$ cat src/rtl/cds_pkg.sv
// Package: register map, fields and types of the channel divider sync block
`default_nettype none

package cds_pkg;

    // ****************************************
    // Register indices (byte address = 4 * index)
    // ****************************************
    localparam logic [11:0] IDX_IOUPD = 12'h00F;
    localparam logic [11:0] IDX_STATUS = 12'h010;
    localparam logic [11:0] IDX_FRAC = 12'h100;
    localparam logic [11:0] IDX_VCO = 12'h120;
    localparam logic [11:0] IDX_MASK = 12'h122;
    localparam logic [11:0] IDX_INT = 12'h200;
    // Per divider: group0..group4, feedback
    localparam logic [71:0] IDX_RATIO = {12'h110, 12'h244, 12'h240, 12'h14A, 12'h146, 12'h140};
    localparam logic [71:0] IDX_PHASE = {12'h111, 12'h245, 12'h241, 12'h14B, 12'h147, 12'h141};

    // ****************************************
    // Field positions
    // ****************************************
    localparam int B_RST_A = 0;
    localparam int B_PD_A = 1;
    localparam int B_SYN_A = 2;
    localparam int B_RST_B = 4;
    localparam int B_PD_B = 5;
    localparam int B_SYN_B = 6;
    localparam int B_LOOP_RST = 0;
    localparam int B_LOOP_SYN = 2;
    localparam int B_SRC = 6;
    localparam int B_OSRC = 7;
    localparam int M_A_G0 = 0;
    localparam int M_A_G1 = 1;
    localparam int M_A_G2 = 2;
    localparam int M_A_G3 = 3;
    localparam int M_A_FB = 4;
    localparam int M_B_G1 = 5;
    localparam int M_B_G2 = 6;

    // ****************************************
    // Values and reset values
    // ****************************************
    localparam int DIV_N = 6;
    localparam logic [7:0] IOUPD_GO = 8'h01;
    localparam logic [5:0] RATIO_RST = 6'h04;
    localparam logic [5:0] RATIO_FB_RST = 6'h01;
    localparam logic [7:0] CTL_RST = 8'h00;
    localparam logic [7:0] PHASE_RST = 8'h00;

    typedef enum logic [1:0] {
        SRC_A = 2'b00,
        SRC_B = 2'b01,
        SRC_INT = 2'b10
    } cds_src_t;

endpackage

`default_nettype wire

$ cat src/rtl/cds_top.sv
// Channel divider source selection, sync domains and output driver sources
//
// Function
// - group0 and feedback dividers always clock from vco_divider_a.
// - group1/group2 source bit 6: 0 picks vco_divider_a, 1 picks vco_divider_b.
// - group3 source bit 6: 0 picks int_loop output, 1 picks vco_divider_a.
// - group4 divider always clocks from int_loop output.
// - Sync high holds a divider at its initial phase; low lets it count.
// - Dividers released together start aligned; alignment repeats at the GCD rate.
// - Four sync domains by source: a, b, int_loop, frac_loop covering a and b.
// - Manual sync bits: 0x120 bits 2 and 6, 0x100 bit 2, 0x200 bit 2.
// - Effective domain sync is manual bit OR automatic sync pulses.
// - vco_divider_a reset or power-down release syncs the a domain.
// - vco_divider_b reset or power-down release syncs the b domain.
// - First calibration after reset or frac_loop reset release syncs frac_loop domain.
// - int_loop reset bit release syncs the int_loop domain.
// - Mask bits in 0x122 block a domain's sync per divider; a mask blocks frac_loop.
// - Groups 0 to 2 drivers take only their own divider output.
// - Pair eight/nine source: 0 group3 divider, 1 int_loop input reference.
// - Reference-sourced group is gated off on loss of reference.
// - driver_ten source: 0 group4 divider, 1 int_loop input reference.
// - int_loop power-down asserts when no driver eight, nine or ten uses it.
// - Divide ratio 1 to 64 from a 6-bit field.
// - Initial phase 0 to 63 half input periods, applied at sync release.
//
// The AHB-Lite slave port and the address map are this design's own decisions.
`timescale 1ns/10ps
`default_nettype none

module cds_top import cds_pkg::*; (
    // Clock and reset
    input wire logic clk,
    input wire logic resetn,
    // AHB-Lite slave
    input wire logic hsel,
    input wire logic [31:0] haddr,
    input wire logic [1:0] htrans,
    input wire logic hwrite,
    input wire logic [2:0] hsize,
    input wire logic [31:0] hwdata,
    input wire logic hready,
    output logic hreadyout,
    output logic hresp,
    output logic [31:0] hrdata,
    // Source clock edges, one pulse per half period
    input wire logic vco_a_edge,
    input wire logic vco_b_edge,
    input wire logic int_edge,
    // int_loop active input reference and loop events
    input wire logic ref_clk,
    input wire logic ref_lost,
    input wire logic cal_done,
    // Driver sources
    output logic group0_out,
    output logic group1_out,
    output logic group2_out,
    output logic pair_eight_nine_out,
    output logic driver_ten_out,
    output logic feedback_out,
    output logic int_loop_pd
);

    // ****************************************
    // Bus slave
    // ****************************************
    logic [11:0] idx_r;
    logic wr_pend_r;
    logic rd_pend_r;
    logic hreadyout_r;
    logic [31:0] hrdata_r;
    logic [31:0] rd_word;

    // Address phase accepted while the bus is ready
    wire take = hsel & htrans[1] & hready;
    wire [7:0] wd = hwdata[7:0];
    wire wr_frac = wr_pend_r & (idx_r == IDX_FRAC);
    wire wr_vco = wr_pend_r & (idx_r == IDX_VCO);
    wire wr_mask = wr_pend_r & (idx_r == IDX_MASK);
    wire wr_int = wr_pend_r & (idx_r == IDX_INT);
    // Writing the go value to the update index copies every shadow
    wire io_update = wr_pend_r & (idx_r == IDX_IOUPD) & (wd == IOUPD_GO);

    function automatic logic hit(input logic [11:0] idx, input logic [71:0] tbl, input int i);
        hit = (idx == tbl[i*12 +: 12]);
    endfunction

    // Reads take one wait cycle so hrdata comes from a flip-flop
    always_ff @(posedge clk or negedge resetn) begin
        if (!resetn) begin
            idx_r <= 12'h000;
            wr_pend_r <= 1'b0;
            rd_pend_r <= 1'b0;
            hreadyout_r <= 1'b1;
            hrdata_r <= 32'h0000_0000;
        end else begin
            if (take) begin
                idx_r <= haddr[13:2];
            end
            wr_pend_r <= take & hwrite;
            rd_pend_r <= take & ~hwrite;
            hreadyout_r <= ~(take & ~hwrite);
            if (rd_pend_r) begin
                hrdata_r <= rd_word;
            end
        end
    end

    assign hreadyout = hreadyout_r;
    assign hrdata = hrdata_r;
    assign hresp = 1'b0;

    // ****************************************
    // Shadow and active registers
    // ****************************************
    // Bus-side shadows; readback returns these, not the active copies
    logic [7:0] frac_s;
    logic [7:0] vco_s;
    logic [7:0] mask_s;
    logic [7:0] int_s;
    logic [5:0] ratio_s [DIV_N];
    logic [7:0] phase_s [DIV_N];
    logic [7:0] frac_a;
    logic [7:0] vco_a;
    logic [7:0] mask_a;
    logic [7:0] int_a;
    logic [5:0] ratio_a [DIV_N];
    logic [7:0] phase_a [DIV_N];

    always_ff @(posedge clk or negedge resetn) begin
        if (!resetn) begin
            frac_s <= CTL_RST;
            vco_s <= CTL_RST;
            mask_s <= CTL_RST;
            int_s <= CTL_RST;
            for (int i = 0; i < DIV_N; i++) begin
                ratio_s[i] <= (i == DIV_N - 1) ? RATIO_FB_RST : RATIO_RST;
                phase_s[i] <= PHASE_RST;
            end
        end else begin
            // Only the low byte of each word is stored
            if (wr_frac) begin
                frac_s <= wd;
            end
            if (wr_vco) begin
                vco_s <= wd;
            end
            if (wr_mask) begin
                mask_s <= wd;
            end
            if (wr_int) begin
                int_s <= wd;
            end
            for (int i = 0; i < DIV_N; i++) begin
                if (wr_pend_r && hit(idx_r, IDX_RATIO, i)) begin
                    ratio_s[i] <= wd[5:0];
                end
                if (wr_pend_r && hit(idx_r, IDX_PHASE, i)) begin
                    phase_s[i] <= wd;
                end
            end
        end
    end

    // Active copies follow the shadows only at an I/O update
    always_ff @(posedge clk or negedge resetn) begin
        if (!resetn) begin
            frac_a <= CTL_RST;
            vco_a <= CTL_RST;
            mask_a <= CTL_RST;
            int_a <= CTL_RST;
            for (int i = 0; i < DIV_N; i++) begin
                ratio_a[i] <= (i == DIV_N - 1) ? RATIO_FB_RST : RATIO_RST;
                phase_a[i] <= PHASE_RST;
            end
        end else if (io_update) begin
            frac_a <= frac_s;
            vco_a <= vco_s;
            mask_a <= mask_s;
            int_a <= int_s;
            for (int i = 0; i < DIV_N; i++) begin
                ratio_a[i] <= ratio_s[i];
                phase_a[i] <= phase_s[i];
            end
        end
    end

    // ****************************************
    // Automatic sync sources
    // ****************************************
    // Previous active values, for one-cycle release pulses
    logic [7:0] vco_p_r;
    logic frac_rst_p_r;
    logic int_rst_p_r;
    logic cal_armed_r;

    wire auto_a = (vco_p_r[B_RST_A] & ~vco_a[B_RST_A])
                | (vco_p_r[B_PD_A] & ~vco_a[B_PD_A]);
    wire auto_b = (vco_p_r[B_RST_B] & ~vco_a[B_RST_B])
                | (vco_p_r[B_PD_B] & ~vco_a[B_PD_B]);
    wire auto_i = int_rst_p_r & ~int_a[B_LOOP_RST];
    wire frac_rst_fall = frac_rst_p_r & ~frac_a[B_LOOP_RST];
    wire auto_f = cal_armed_r & cal_done;

    always_ff @(posedge clk or negedge resetn) begin
        if (!resetn) begin
            vco_p_r <= CTL_RST;
            frac_rst_p_r <= 1'b0;
            int_rst_p_r <= 1'b0;
            cal_armed_r <= 1'b1;
        end else begin
            vco_p_r <= vco_a;
            frac_rst_p_r <= frac_a[B_LOOP_RST];
            int_rst_p_r <= int_a[B_LOOP_RST];
            // Rearm on frac_loop reset release wins over a coinciding calibration end
            cal_armed_r <= (cal_armed_r & ~cal_done) | frac_rst_fall;
        end
    end

    // ****************************************
    // Sync domains
    // ****************************************
    // frac_loop sync reaches both post-divider domains
    wire sync_f = frac_a[B_LOOP_SYN] | auto_f;
    wire sync_da = vco_a[B_SYN_A] | auto_a | sync_f;
    wire sync_db = vco_a[B_SYN_B] | auto_b | sync_f;
    wire sync_di = int_a[B_LOOP_SYN] | auto_i;

    cds_src_t src [DIV_N];
    logic [DIV_N-1:0] msk_a;
    logic [DIV_N-1:0] msk_b;
    logic [DIV_N-1:0] dsync;
    logic [DIV_N-1:0] tick;

    // Input source of each divider
    assign src[0] = SRC_A;
    assign src[1] = phase_a[1][B_SRC] ? SRC_B : SRC_A;
    assign src[2] = phase_a[2][B_SRC] ? SRC_B : SRC_A;
    assign src[3] = phase_a[3][B_SRC] ? SRC_A : SRC_INT;
    assign src[4] = SRC_INT;
    assign src[5] = SRC_A;

    assign msk_a = {mask_a[M_A_FB], 1'b0, mask_a[M_A_G3], mask_a[M_A_G2],
                    mask_a[M_A_G1], mask_a[M_A_G0]};
    assign msk_b = {3'b000, mask_a[M_B_G2], mask_a[M_B_G1], 1'b0};

    for (genvar g = 0; g < DIV_N; g++) begin : g_sel
        // Mask on domain a also blocks frac_loop sync
        assign dsync[g] = (src[g] == SRC_A) ? (sync_da & ~msk_a[g]) :
                          (src[g] == SRC_B) ? (sync_db & ~msk_b[g]) :
                          sync_di;
        // Each divider counts edges of its own source
        assign tick[g] = (src[g] == SRC_A) ? vco_a_edge :
                         (src[g] == SRC_B) ? vco_b_edge :
                         int_edge;
    end

    // ****************************************
    // Channel dividers
    // ****************************************
    logic [5:0] cnt_r [DIV_N];
    logic [5:0] dly_r [DIV_N];
    logic [DIV_N-1:0] div_out_r;

    // Ratio field 0 wraps to a last count of 63, dividing by 64
    // Sync clears count and output and loads the phase delay
    always_ff @(posedge clk or negedge resetn) begin
        if (!resetn) begin
            div_out_r <= '0;
            for (int i = 0; i < DIV_N; i++) begin
                cnt_r[i] <= 6'h00;
                dly_r[i] <= 6'h00;
            end
        end else begin
            for (int i = 0; i < DIV_N; i++) begin
                if (dsync[i]) begin
                    cnt_r[i] <= 6'h00;
                    dly_r[i] <= phase_a[i][5:0];
                    div_out_r[i] <= 1'b0;
                end else if (tick[i]) begin
                    // Phase delay runs out before the first toggle
                    if (dly_r[i] != 6'h00) begin
                        dly_r[i] <= dly_r[i] - 6'h01;
                    end else if (cnt_r[i] == 6'(ratio_a[i] - 6'h01)) begin
                        cnt_r[i] <= 6'h00;
                        div_out_r[i] <= ~div_out_r[i];
                    end else begin
                        cnt_r[i] <= cnt_r[i] + 6'h01;
                    end
                end
            end
        end
    end

    // ****************************************
    // Output driver sources
    // ****************************************
    logic group0_r;
    logic group1_r;
    logic group2_r;
    logic pair_r;
    logic ten_r;
    logic fb_r;
    logic int_pd_r;

    wire pair_eight_nine_source_select = phase_a[3][B_OSRC];
    wire ten_sel = phase_a[4][B_SRC];
    // Selected reference is forced low while it is lost
    wire ref_gated = ref_clk & ~ref_lost;
    wire pair_nxt = pair_eight_nine_source_select ? ref_gated : div_out_r[3];
    wire ten_nxt = ten_sel ? ref_gated : div_out_r[4];
    // int_loop output is used only through group3 or group4
    wire pair_uses_int = ~pair_eight_nine_source_select & (src[3] == SRC_INT);
    wire ten_uses_int = ~ten_sel;
    wire int_used = pair_uses_int | ten_uses_int;

    always_ff @(posedge clk or negedge resetn) begin
        if (!resetn) begin
            group0_r <= 1'b0;
            group1_r <= 1'b0;
            group2_r <= 1'b0;
            pair_r <= 1'b0;
            ten_r <= 1'b0;
            fb_r <= 1'b0;
            int_pd_r <= 1'b0;
        end else begin
            group0_r <= div_out_r[0];
            group1_r <= div_out_r[1];
            group2_r <= div_out_r[2];
            pair_r <= pair_nxt;
            ten_r <= ten_nxt;
            fb_r <= div_out_r[5];
            int_pd_r <= ~int_used;
        end
    end

    assign group0_out = group0_r;
    assign group1_out = group1_r;
    assign group2_out = group2_r;
    assign pair_eight_nine_out = pair_r;
    assign driver_ten_out = ten_r;
    assign feedback_out = fb_r;
    assign int_loop_pd = int_pd_r;

    // ****************************************
    // Read data selection
    // ****************************************
    // Status: armed flag, int_loop power-down, reference loss, per-divider sync
    wire [8:0] status_word = {cal_armed_r, int_pd_r, ref_lost, dsync};

    always_comb begin
        rd_word = 32'h0000_0000;
        unique case (idx_r)
            IDX_FRAC: rd_word[7:0] = frac_s;
            IDX_VCO: rd_word[7:0] = vco_s;
            IDX_MASK: rd_word[7:0] = mask_s;
            IDX_INT: rd_word[7:0] = int_s;
            IDX_STATUS: rd_word[8:0] = status_word;
            default: rd_word = 32'h0000_0000;
        endcase
        for (int i = 0; i < DIV_N; i++) begin
            if (hit(idx_r, IDX_RATIO, i)) begin
                rd_word[5:0] = ratio_s[i];
            end
            if (hit(idx_r, IDX_PHASE, i)) begin
                rd_word[7:0] = phase_s[i];
            end
        end
    end

    // Inputs a word-only slave leaves unused
    wire unused_ok = &{1'b0, hsize, hwdata[31:8], haddr[31:14], haddr[1:0]};

endmodule

`default_nettype wire

$ cat config.mk
export PLATFORM = sky130hd
export DESIGN_NAME = cds_top
export DESIGN_NICKNAME = d
export VERILOG_FILES = /design/src/rtl/cds_pkg.sv /design/src/rtl/cds_top.sv
export SDC_FILE = /design/constraint.sdc
export NUM_CORES = 1
export LEC_CHECK = 0
export BUFFER_PORTS_ARGS = -buffer_cell sky130_fd_sc_hd__buf_2
export CORE_ASPECT_RATIO = 0.5
export CORE_MARGIN = 2
export CORE_UTILIZATION = 50
export DETAILED_ROUTE_END_ITERATION = 7
export GPL_ROUTABILITY_DRIVEN = 0
export HOLD_SLACK_MARGIN = 0.08
export PLACE_DENSITY = 0.79
export SLEW_MARGIN = 25
export SYNTH_ARGS = -nofsm -noshare
export SYNTH_HDL_FRONTEND = slang
export SYNTH_SLANG_ARGS = --single-unit
$ cat constraint.sdc
create_clock -name clk -period 2.7 [get_ports clk]
set_input_delay 0.27 -clock clk [delete_from_list [all_inputs] [get_ports clk]]
set_output_delay 0.27 -clock clk [all_outputs]
set_load 0.1 [all_outputs]
# Yosys cells after proc, flatten, opt, wreduce, memory -nomap -nowiden
# Index checks and enable logic that the tools add are counted.
dict set report classes {
  add_sub_neg 18
  n_mul 0
  div_mod_pow 0
  n_lt_le_gt_ge 0
  n_eq_ne 35
  shift 0
  mux 97
  bitwise 63
  n_reduce_logical 57
}
# operator count
set ops {}
lappend ops {{$mux 6} 48}
lappend ops {{$eq 12x9->1 const B} 11}
lappend ops {{$sub 6x1->6 const B} 12}
lappend ops {{$eq 12x10->1 const B} 5}
lappend ops {{$mux 8} 6}
lappend ops {{$mux 1} 41}
lappend ops {{$pmux 8 s5} 1}
lappend ops {{$add 6x1->6 const B} 6}
lappend ops {{$eq 6x6->1} 6}
lappend ops {{$reduce_bool 2->1} 18}
lappend ops {{$reduce_bool 6->1} 6}
lappend ops {{$and 1x1->1} 27}
lappend ops {{$not 1->1} 26}
lappend ops {{$reduce_and 2->1} 12}
lappend ops {{$reduce_and 3->1} 6}
lappend ops {{$eq 12x4->1 const B} 1}
lappend ops {{$eq 12x5->1 const B} 1}
lappend ops {{$logic_and 1x1->1} 12}
lappend ops {{$ne 2x2->1 const B} 6}
lappend ops {{$or 1x1->1} 10}
lappend ops {{$eq 8x1->1 const B} 1}
lappend ops {{$logic_not 2->1} 3}
lappend ops {{$eq 1x1->1 const B} 2}
lappend ops {{$eq 2x1->1 const B} 1}
lappend ops {{2 further kinds} 2}
dict set report word_totals {
  regBits 331
  latchBits 0
  mem_bits_rw 0
  rom_bits 0
  in_bits 80
  output_inout_bits 41
  wordCells 336
  n_memories 0
}

# Depth between registers and ports, before layout
dict set report depth {
  ltp_word 21
  ltp_mapped 9
  mapped_depth_nobuf 8
}

# Least setup slack after synthesis
# No wires, ideal clock.
dict set report synth_timing {
  path_kind {flip-flop to flip-flop}
  from {reg idx_r[4]}
  to {reg ratio_s[10] in the netlist's numbering}
  setup_ps 125
  t_arrival_ps 2054
  required_ps 2575
  path_slack_ps 522
  path_stages_with_launch 7
  n_path_buf 2
  synth_period_minus_slack_ps 2178
  cell_sequence {dfrtp_1 clkbuf_1 or4b_1 buf_2 nor4_4 nand2_2 mux2_2}
}
dict set report synth_between {
  elab_chain_len 2
}
# element line_no
set synth_lines {}
lappend synth_lines {{from (decl)} cds_top.sv:66} ;# logic [11:0] idx_r;
lappend synth_lines {{from (signal assigned)} cds_top.sv:97} ;# idx_r <= haddr[13:2];
lappend synth_lines {{$eq 12x10->1} cds_top.sv:84} ;# hit = (idx == tbl[i*12 +: 12]);
lappend synth_lines {{$logic_and 1x1->1} cds_top.sv:154} ;# if (wr_pend_r && hit(idx_r, IDX_RATIO, i)) begin
lappend synth_lines {{to (signal, indexed assignment)} cds_top.sv:136} ;# ratio_s[i] <= (i == DIV_N - 1) ? RATIO_FB_RST : RATIO_RST;
lappend synth_lines {{to (signal, indexed assignment)} cds_top.sv:155} ;# ratio_s[i] <= wd[5:0];
lappend synth_lines {{to (decl)} cds_top.sv:120} ;# logic [5:0] ratio_s [DIV_N];
# Every way passes these cells.
# A chain may end at the register's enable or synchronous reset.

# Final worst setup path
dict set report layout_timing {
  from {reg idx_r[2]}
  to {reg hrdata_r[5], in the netlist hrdata[5]}
}
dict set report layout_between {
  elab_chain_len 14
}
# element line_no
set layout_lines {}
lappend layout_lines {{$eq 12x5->1, or another cell as far along} cds_top.sv:352} ;# unique case (idx_r)
lappend layout_lines {{$pmux 8 s5} cds_top.sv:352}
lappend layout_lines {{$mux 6} cds_top.sv:361} ;# if (hit(idx_r, IDX_RATIO, i)) begin
lappend layout_lines {{$mux 8} cds_top.sv:364} ;# if (hit(idx_r, IDX_PHASE, i)) begin
lappend layout_lines {{$mux 6} cds_top.sv:361}
lappend layout_lines {{$mux 8} cds_top.sv:364}
lappend layout_lines {{$mux 6} cds_top.sv:361}
lappend layout_lines {{$mux 8} cds_top.sv:364}
lappend layout_lines {{$mux 6} cds_top.sv:361}
lappend layout_lines {{$mux 8} cds_top.sv:364}
lappend layout_lines {{$mux 6} cds_top.sv:361}
lappend layout_lines {{$mux 8} cds_top.sv:364}
lappend layout_lines {{$mux 6} cds_top.sv:361}
lappend layout_lines {{$mux 8 (*)} cds_top.sv:364}
lappend layout_lines {{to (signal assigned)} cds_top.sv:103} ;# hrdata_r <= rd_word;
lappend layout_lines {{to (decl)} cds_top.sv:70} ;# logic [31:0] hrdata_r;
# Every way passes the cells marked *; elsewhere a longest branch is shown, timed or not.

==> results.py <==
metrics = {
    "timing": {
        "fin_skew_ns": 0.0183,
        "fin_crit_sh_pct": 96.6,
        "maxSlewViolCount": 0,
        "finalSetupTns_ns": 0,
        "worst_hold_slack_ns": 0.126,
        "layout_min_cycle_time_ns": 2.61,
        "rsz0062_at_grt": "false",
        "tightest_slew_ns": 0.933,
        "finalHoldViolCount": 0,
        "relSlewSlack_pct": 37.3,
        "fmax_ghz": 0.384,
        "setup_viol": 0,
    },
    "place": {
        "port_buffers": 48,
        "hpwl_mm": 29.6,
    },
    "critical_path": {
        "worstPathRequired_ns": 3.14,
        "reg2regPathDepth": 7,
        "critPathLaunchType": "flop",
        "cp_max_fo": 15,
        "r2r_start": "idx_r[2]",
        "reg2reg_to": "hrdata[5]",
        "path_buf_inv": 1,
        "critPathCaptureType": "flop",
        "cp.depth": 7,
        "regToRegSetupSlack_ns": 0.09,
        "crit_type": "reg2reg",
        "crit_top_cell": "nand2_1",
        "critPathTopFamily": "compound AO/OA/AOI/OAI gates",
        "cp.arrival_ns": 3.05,
        "crit_path_cell_trace": "buf_4, nor2b_1, nand2_1, o32ai_1, nand2_1, a31oi_1, o21ai_0",
        "cp_slowest_stage_delay_ns": 0.55,
        "crit_path_top_delay_cell": "dfrtp_1",
    },
    "synth": {
        "ys.flop_type": "dfrtp_1",
        "synth_area_um2": 16400,
        "syn_inst": 1481,
        "ys_ff_latch": 326,
        "yosysWarnings": 0,
        "ys_types": 76,
        "syn_area_per_cell_um2": 11.0,
        "synthArstFlopShare_pct": 100,
        "synth_edf_count": 0,
        "ys_seq_area_share_pct": 50.0,
    },
    "pwr": {
        "max-vdd-ir-drop_mv": 0.520,
        "powerDensity_nw_per_um2": 718,
        "leakagePower_nw": 8.10,
    },
    "clock_tree": {
        "cts_setup_buffers": 0,
        "cts_tree": "yes",
        "clk_pin_slew_ns": 0.07,
        "clk_latency_ns": 0.57,
        "clock-root-buffer": "clkbuf_16",
        "clockBufferDepth": 3,
        "htreeDepth": 1,
        "numCtsBuffers": 30,
        "cts_num_sinks": 326,
    },
    "global_route": {
        "grt_pass1_vias": 12000,
        "grt_pass1_wl_mm": 66.5,
        "antenna_found_initial": 0,
        "track_usage_pct": 24.5,
        "grt_max_degree": 81,
        "grt_overflow": 0,
    },
    "status": {
        "violations": "design-rule violations",
        "status": "finished, violations left",
    },
    "finish": {
        "drive_above_1_share_pct": 27.3,
        "num-fill-cells": 2555,
        "layout.nets": 1676,
        "area_delta_synth_final_pct": 13.5,
        "antenna_cells": 0,
    },
    "min_path": {
        "hold_end": "hrdata[6]",
        "hold_depth": 3,
        "hp-start": "ref_lost",
        "hp-class": "in2reg",
    },
    "route": {
        "routed_via_density": 6.02,
        "wl_met2_mm": 18.6,
        "routed-wl-met3_mm": 3.65,
        "via_count": 12200,
        "highest_layer": "met4",
        "wire_per_inst_um": 20.5,
        "met1_length_mm": 18.0,
        "drtIter0Drc": 1517,
        "post-route-drc-count": 9,
        "ant_nets": 0,
        "dr.pass1.iters": 8,
        "drt-total-wl_mm": 41.6,
    },
    "floorplan": {
        "initial_utilization_pct": 51.2,
        "fp.dieW_um": 260,
        "die_h_um": 132,
        "placementRows": 46,
        "io-pin-count": 121,
        "core_area_um2": 31900,
        "dieArea_um2": 34300,
    },
    "flow_run": {
        "cap_violations": 0,
    },
}
## cell families after synthesis
family	count (synthesis)	synth area share, %
compound gates	256	9.98
xor+xnor	91	4.87
fa+ha+maj	24	1.84
buf+inv	137	3.89
flops	326	50.0
mux	235	16.1
other cells	1	0.0229
simple gates	411	13.3
## synth_stat cells, drive strengths merged, types with 6 or more instances
cell type  count  area, µm²
a211oi         8       60.1
a21oi         45        225
a22oi         15        113
a31oi         17        106
and2           6       37.5
and3          16        100
buf           45        292
clkbuf        45        169
dfrtp        312       7810
dfstp         14        368
ha            24        300
inv           47        176
mux2         229       2580
mux2i          6       60.1
nand2        119        449
nand2b        21        131
nand3         47        245
nand4         24        150
nor2          74        288
nor2b         16        100
nor3          19        100
nor3b          8       65.1
nor4          18        134
nor4b          9        116
o211ai         8       60.1
o21ai         86        430
o22ai         15       93.8
o31ai          8       60.1
or3           12       75.1
or4            6       45.0
xnor2         56        490
xor2          35        307
## per-stage QoR
stage	total power, W	setup slack (ns)	cells	cell area (µm²)	utilization [%]
final	0.0133	0.0931	2028	18600	58.1
after global routing	0.0139	0.0366	2028	18600	58.1
after CTS	0.0133	0.0931	2028	18500	58.1
after detailed placement	0.00884	-0.121	1957	17300	54.3
after global placement	0.00875	-0.128	1957	17300	54.3
after floorplan	0.00803	0.522	1504	16400	-
## sequential cells by signal, summed over array words and instances, names as in the netlist, 7 cells and up
name and flops:
frac_s 8, ratio_s 36, int_s 8, mask_s 8, cnt_r 36, vco_s 8, phase_s 48, phase_a 40
dly_r 36, mask_a 7, ratio_a 36, idx_r 12, hrdata 9
## worst max path at each step
stage                  start          end  slack [ns]
finish              idx_r[2]    hrdata[5]        0.09
global route        idx_r[3]    hrdata[4]        0.04
CTS                 idx_r[2]    mask_a[3]        0.09
detailed placement  idx_r[2]    mask_a[3]       -0.12
global placement    idx_r[2]  phase_a[37]       -0.13
floorplan           idx_r[4]  ratio_s[10]        0.52
## repair_timing
| item | 4_1_cts | 5_1_grt |
|---|---|---|
| setup endpoints to repair | 80 | 70 |
| resized for setup | 1 | 1 |
| pin swaps | 0 | 0 |
| hold buffers | 15 | 0 |
| endpoints found under the hold margin | 85 | 0 |
## power by group
part | internal (W) | switching (W)
combinational | 0.00106 | 0.00184
clock | 0.00264 | 0.00187
sequential | 0.00537 | 0.000559
## metal layers
layer,up-vias,GRT usage (%)
li1,5464,-
met3,115,4.94
met5,-,0
met2,545,37.8
met4,0,8.11
met1,6094,34.7
## layout make-up
cell class                 count  area, µm²  share of cell area, %
inverter                      47        176                  0.951
multi-input combinational   1041       7670                   41.3
timing repair buffer         126        936                   5.04
sequential                   326       8180                   44.1
clock buffer                  45        918                   4.95
clock inverter                11        140                  0.755
tap                          432        541                   2.91
## worst register-to-register path, cell delays in order, from the launching register on
cell     delay [ns]
dfrtp_1        0.55
buf_4          0.29
nor2b_1        0.50
nand2_1        0.20
o32ai_1        0.45
nand2_1        0.10
a31oi_1        0.28
o21ai_0        0.11
## cells in the final DEF (no fill, tap or decap), drive strengths merged, types with 7 or more instances in the layout
| master | instances |
|---|---|
| xnor2 | 56 |
| inv | 47 |
| nand3 | 47 |
| nand2b | 21 |
| conb | 24 |
| xor2 | 35 |
| nor2b | 16 |
| a211oi | 8 |
| dfrtp | 312 |
| nand4 | 24 |
| a21oi | 45 |
| nor3b | 8 |
| o211ai | 8 |
| nand2 | 119 |
| nor4 | 18 |
| a22oi | 15 |
| o21ai | 86 |
| nor3 | 19 |
| clkbuf | 45 |
| mux2 | 229 |
| or3 | 12 |
| buf | 111 |
| nor2 | 74 |
| nor4b | 9 |
| and3 | 16 |
| dfstp | 14 |
| dlygate4sd3 | 15 |
| a31oi | 17 |
| o31ai | 8 |
| o22ai | 15 |
| ha | 24 |
| clkinv | 7 |
No activity file was read; power rests on OpenSTA's default activity.
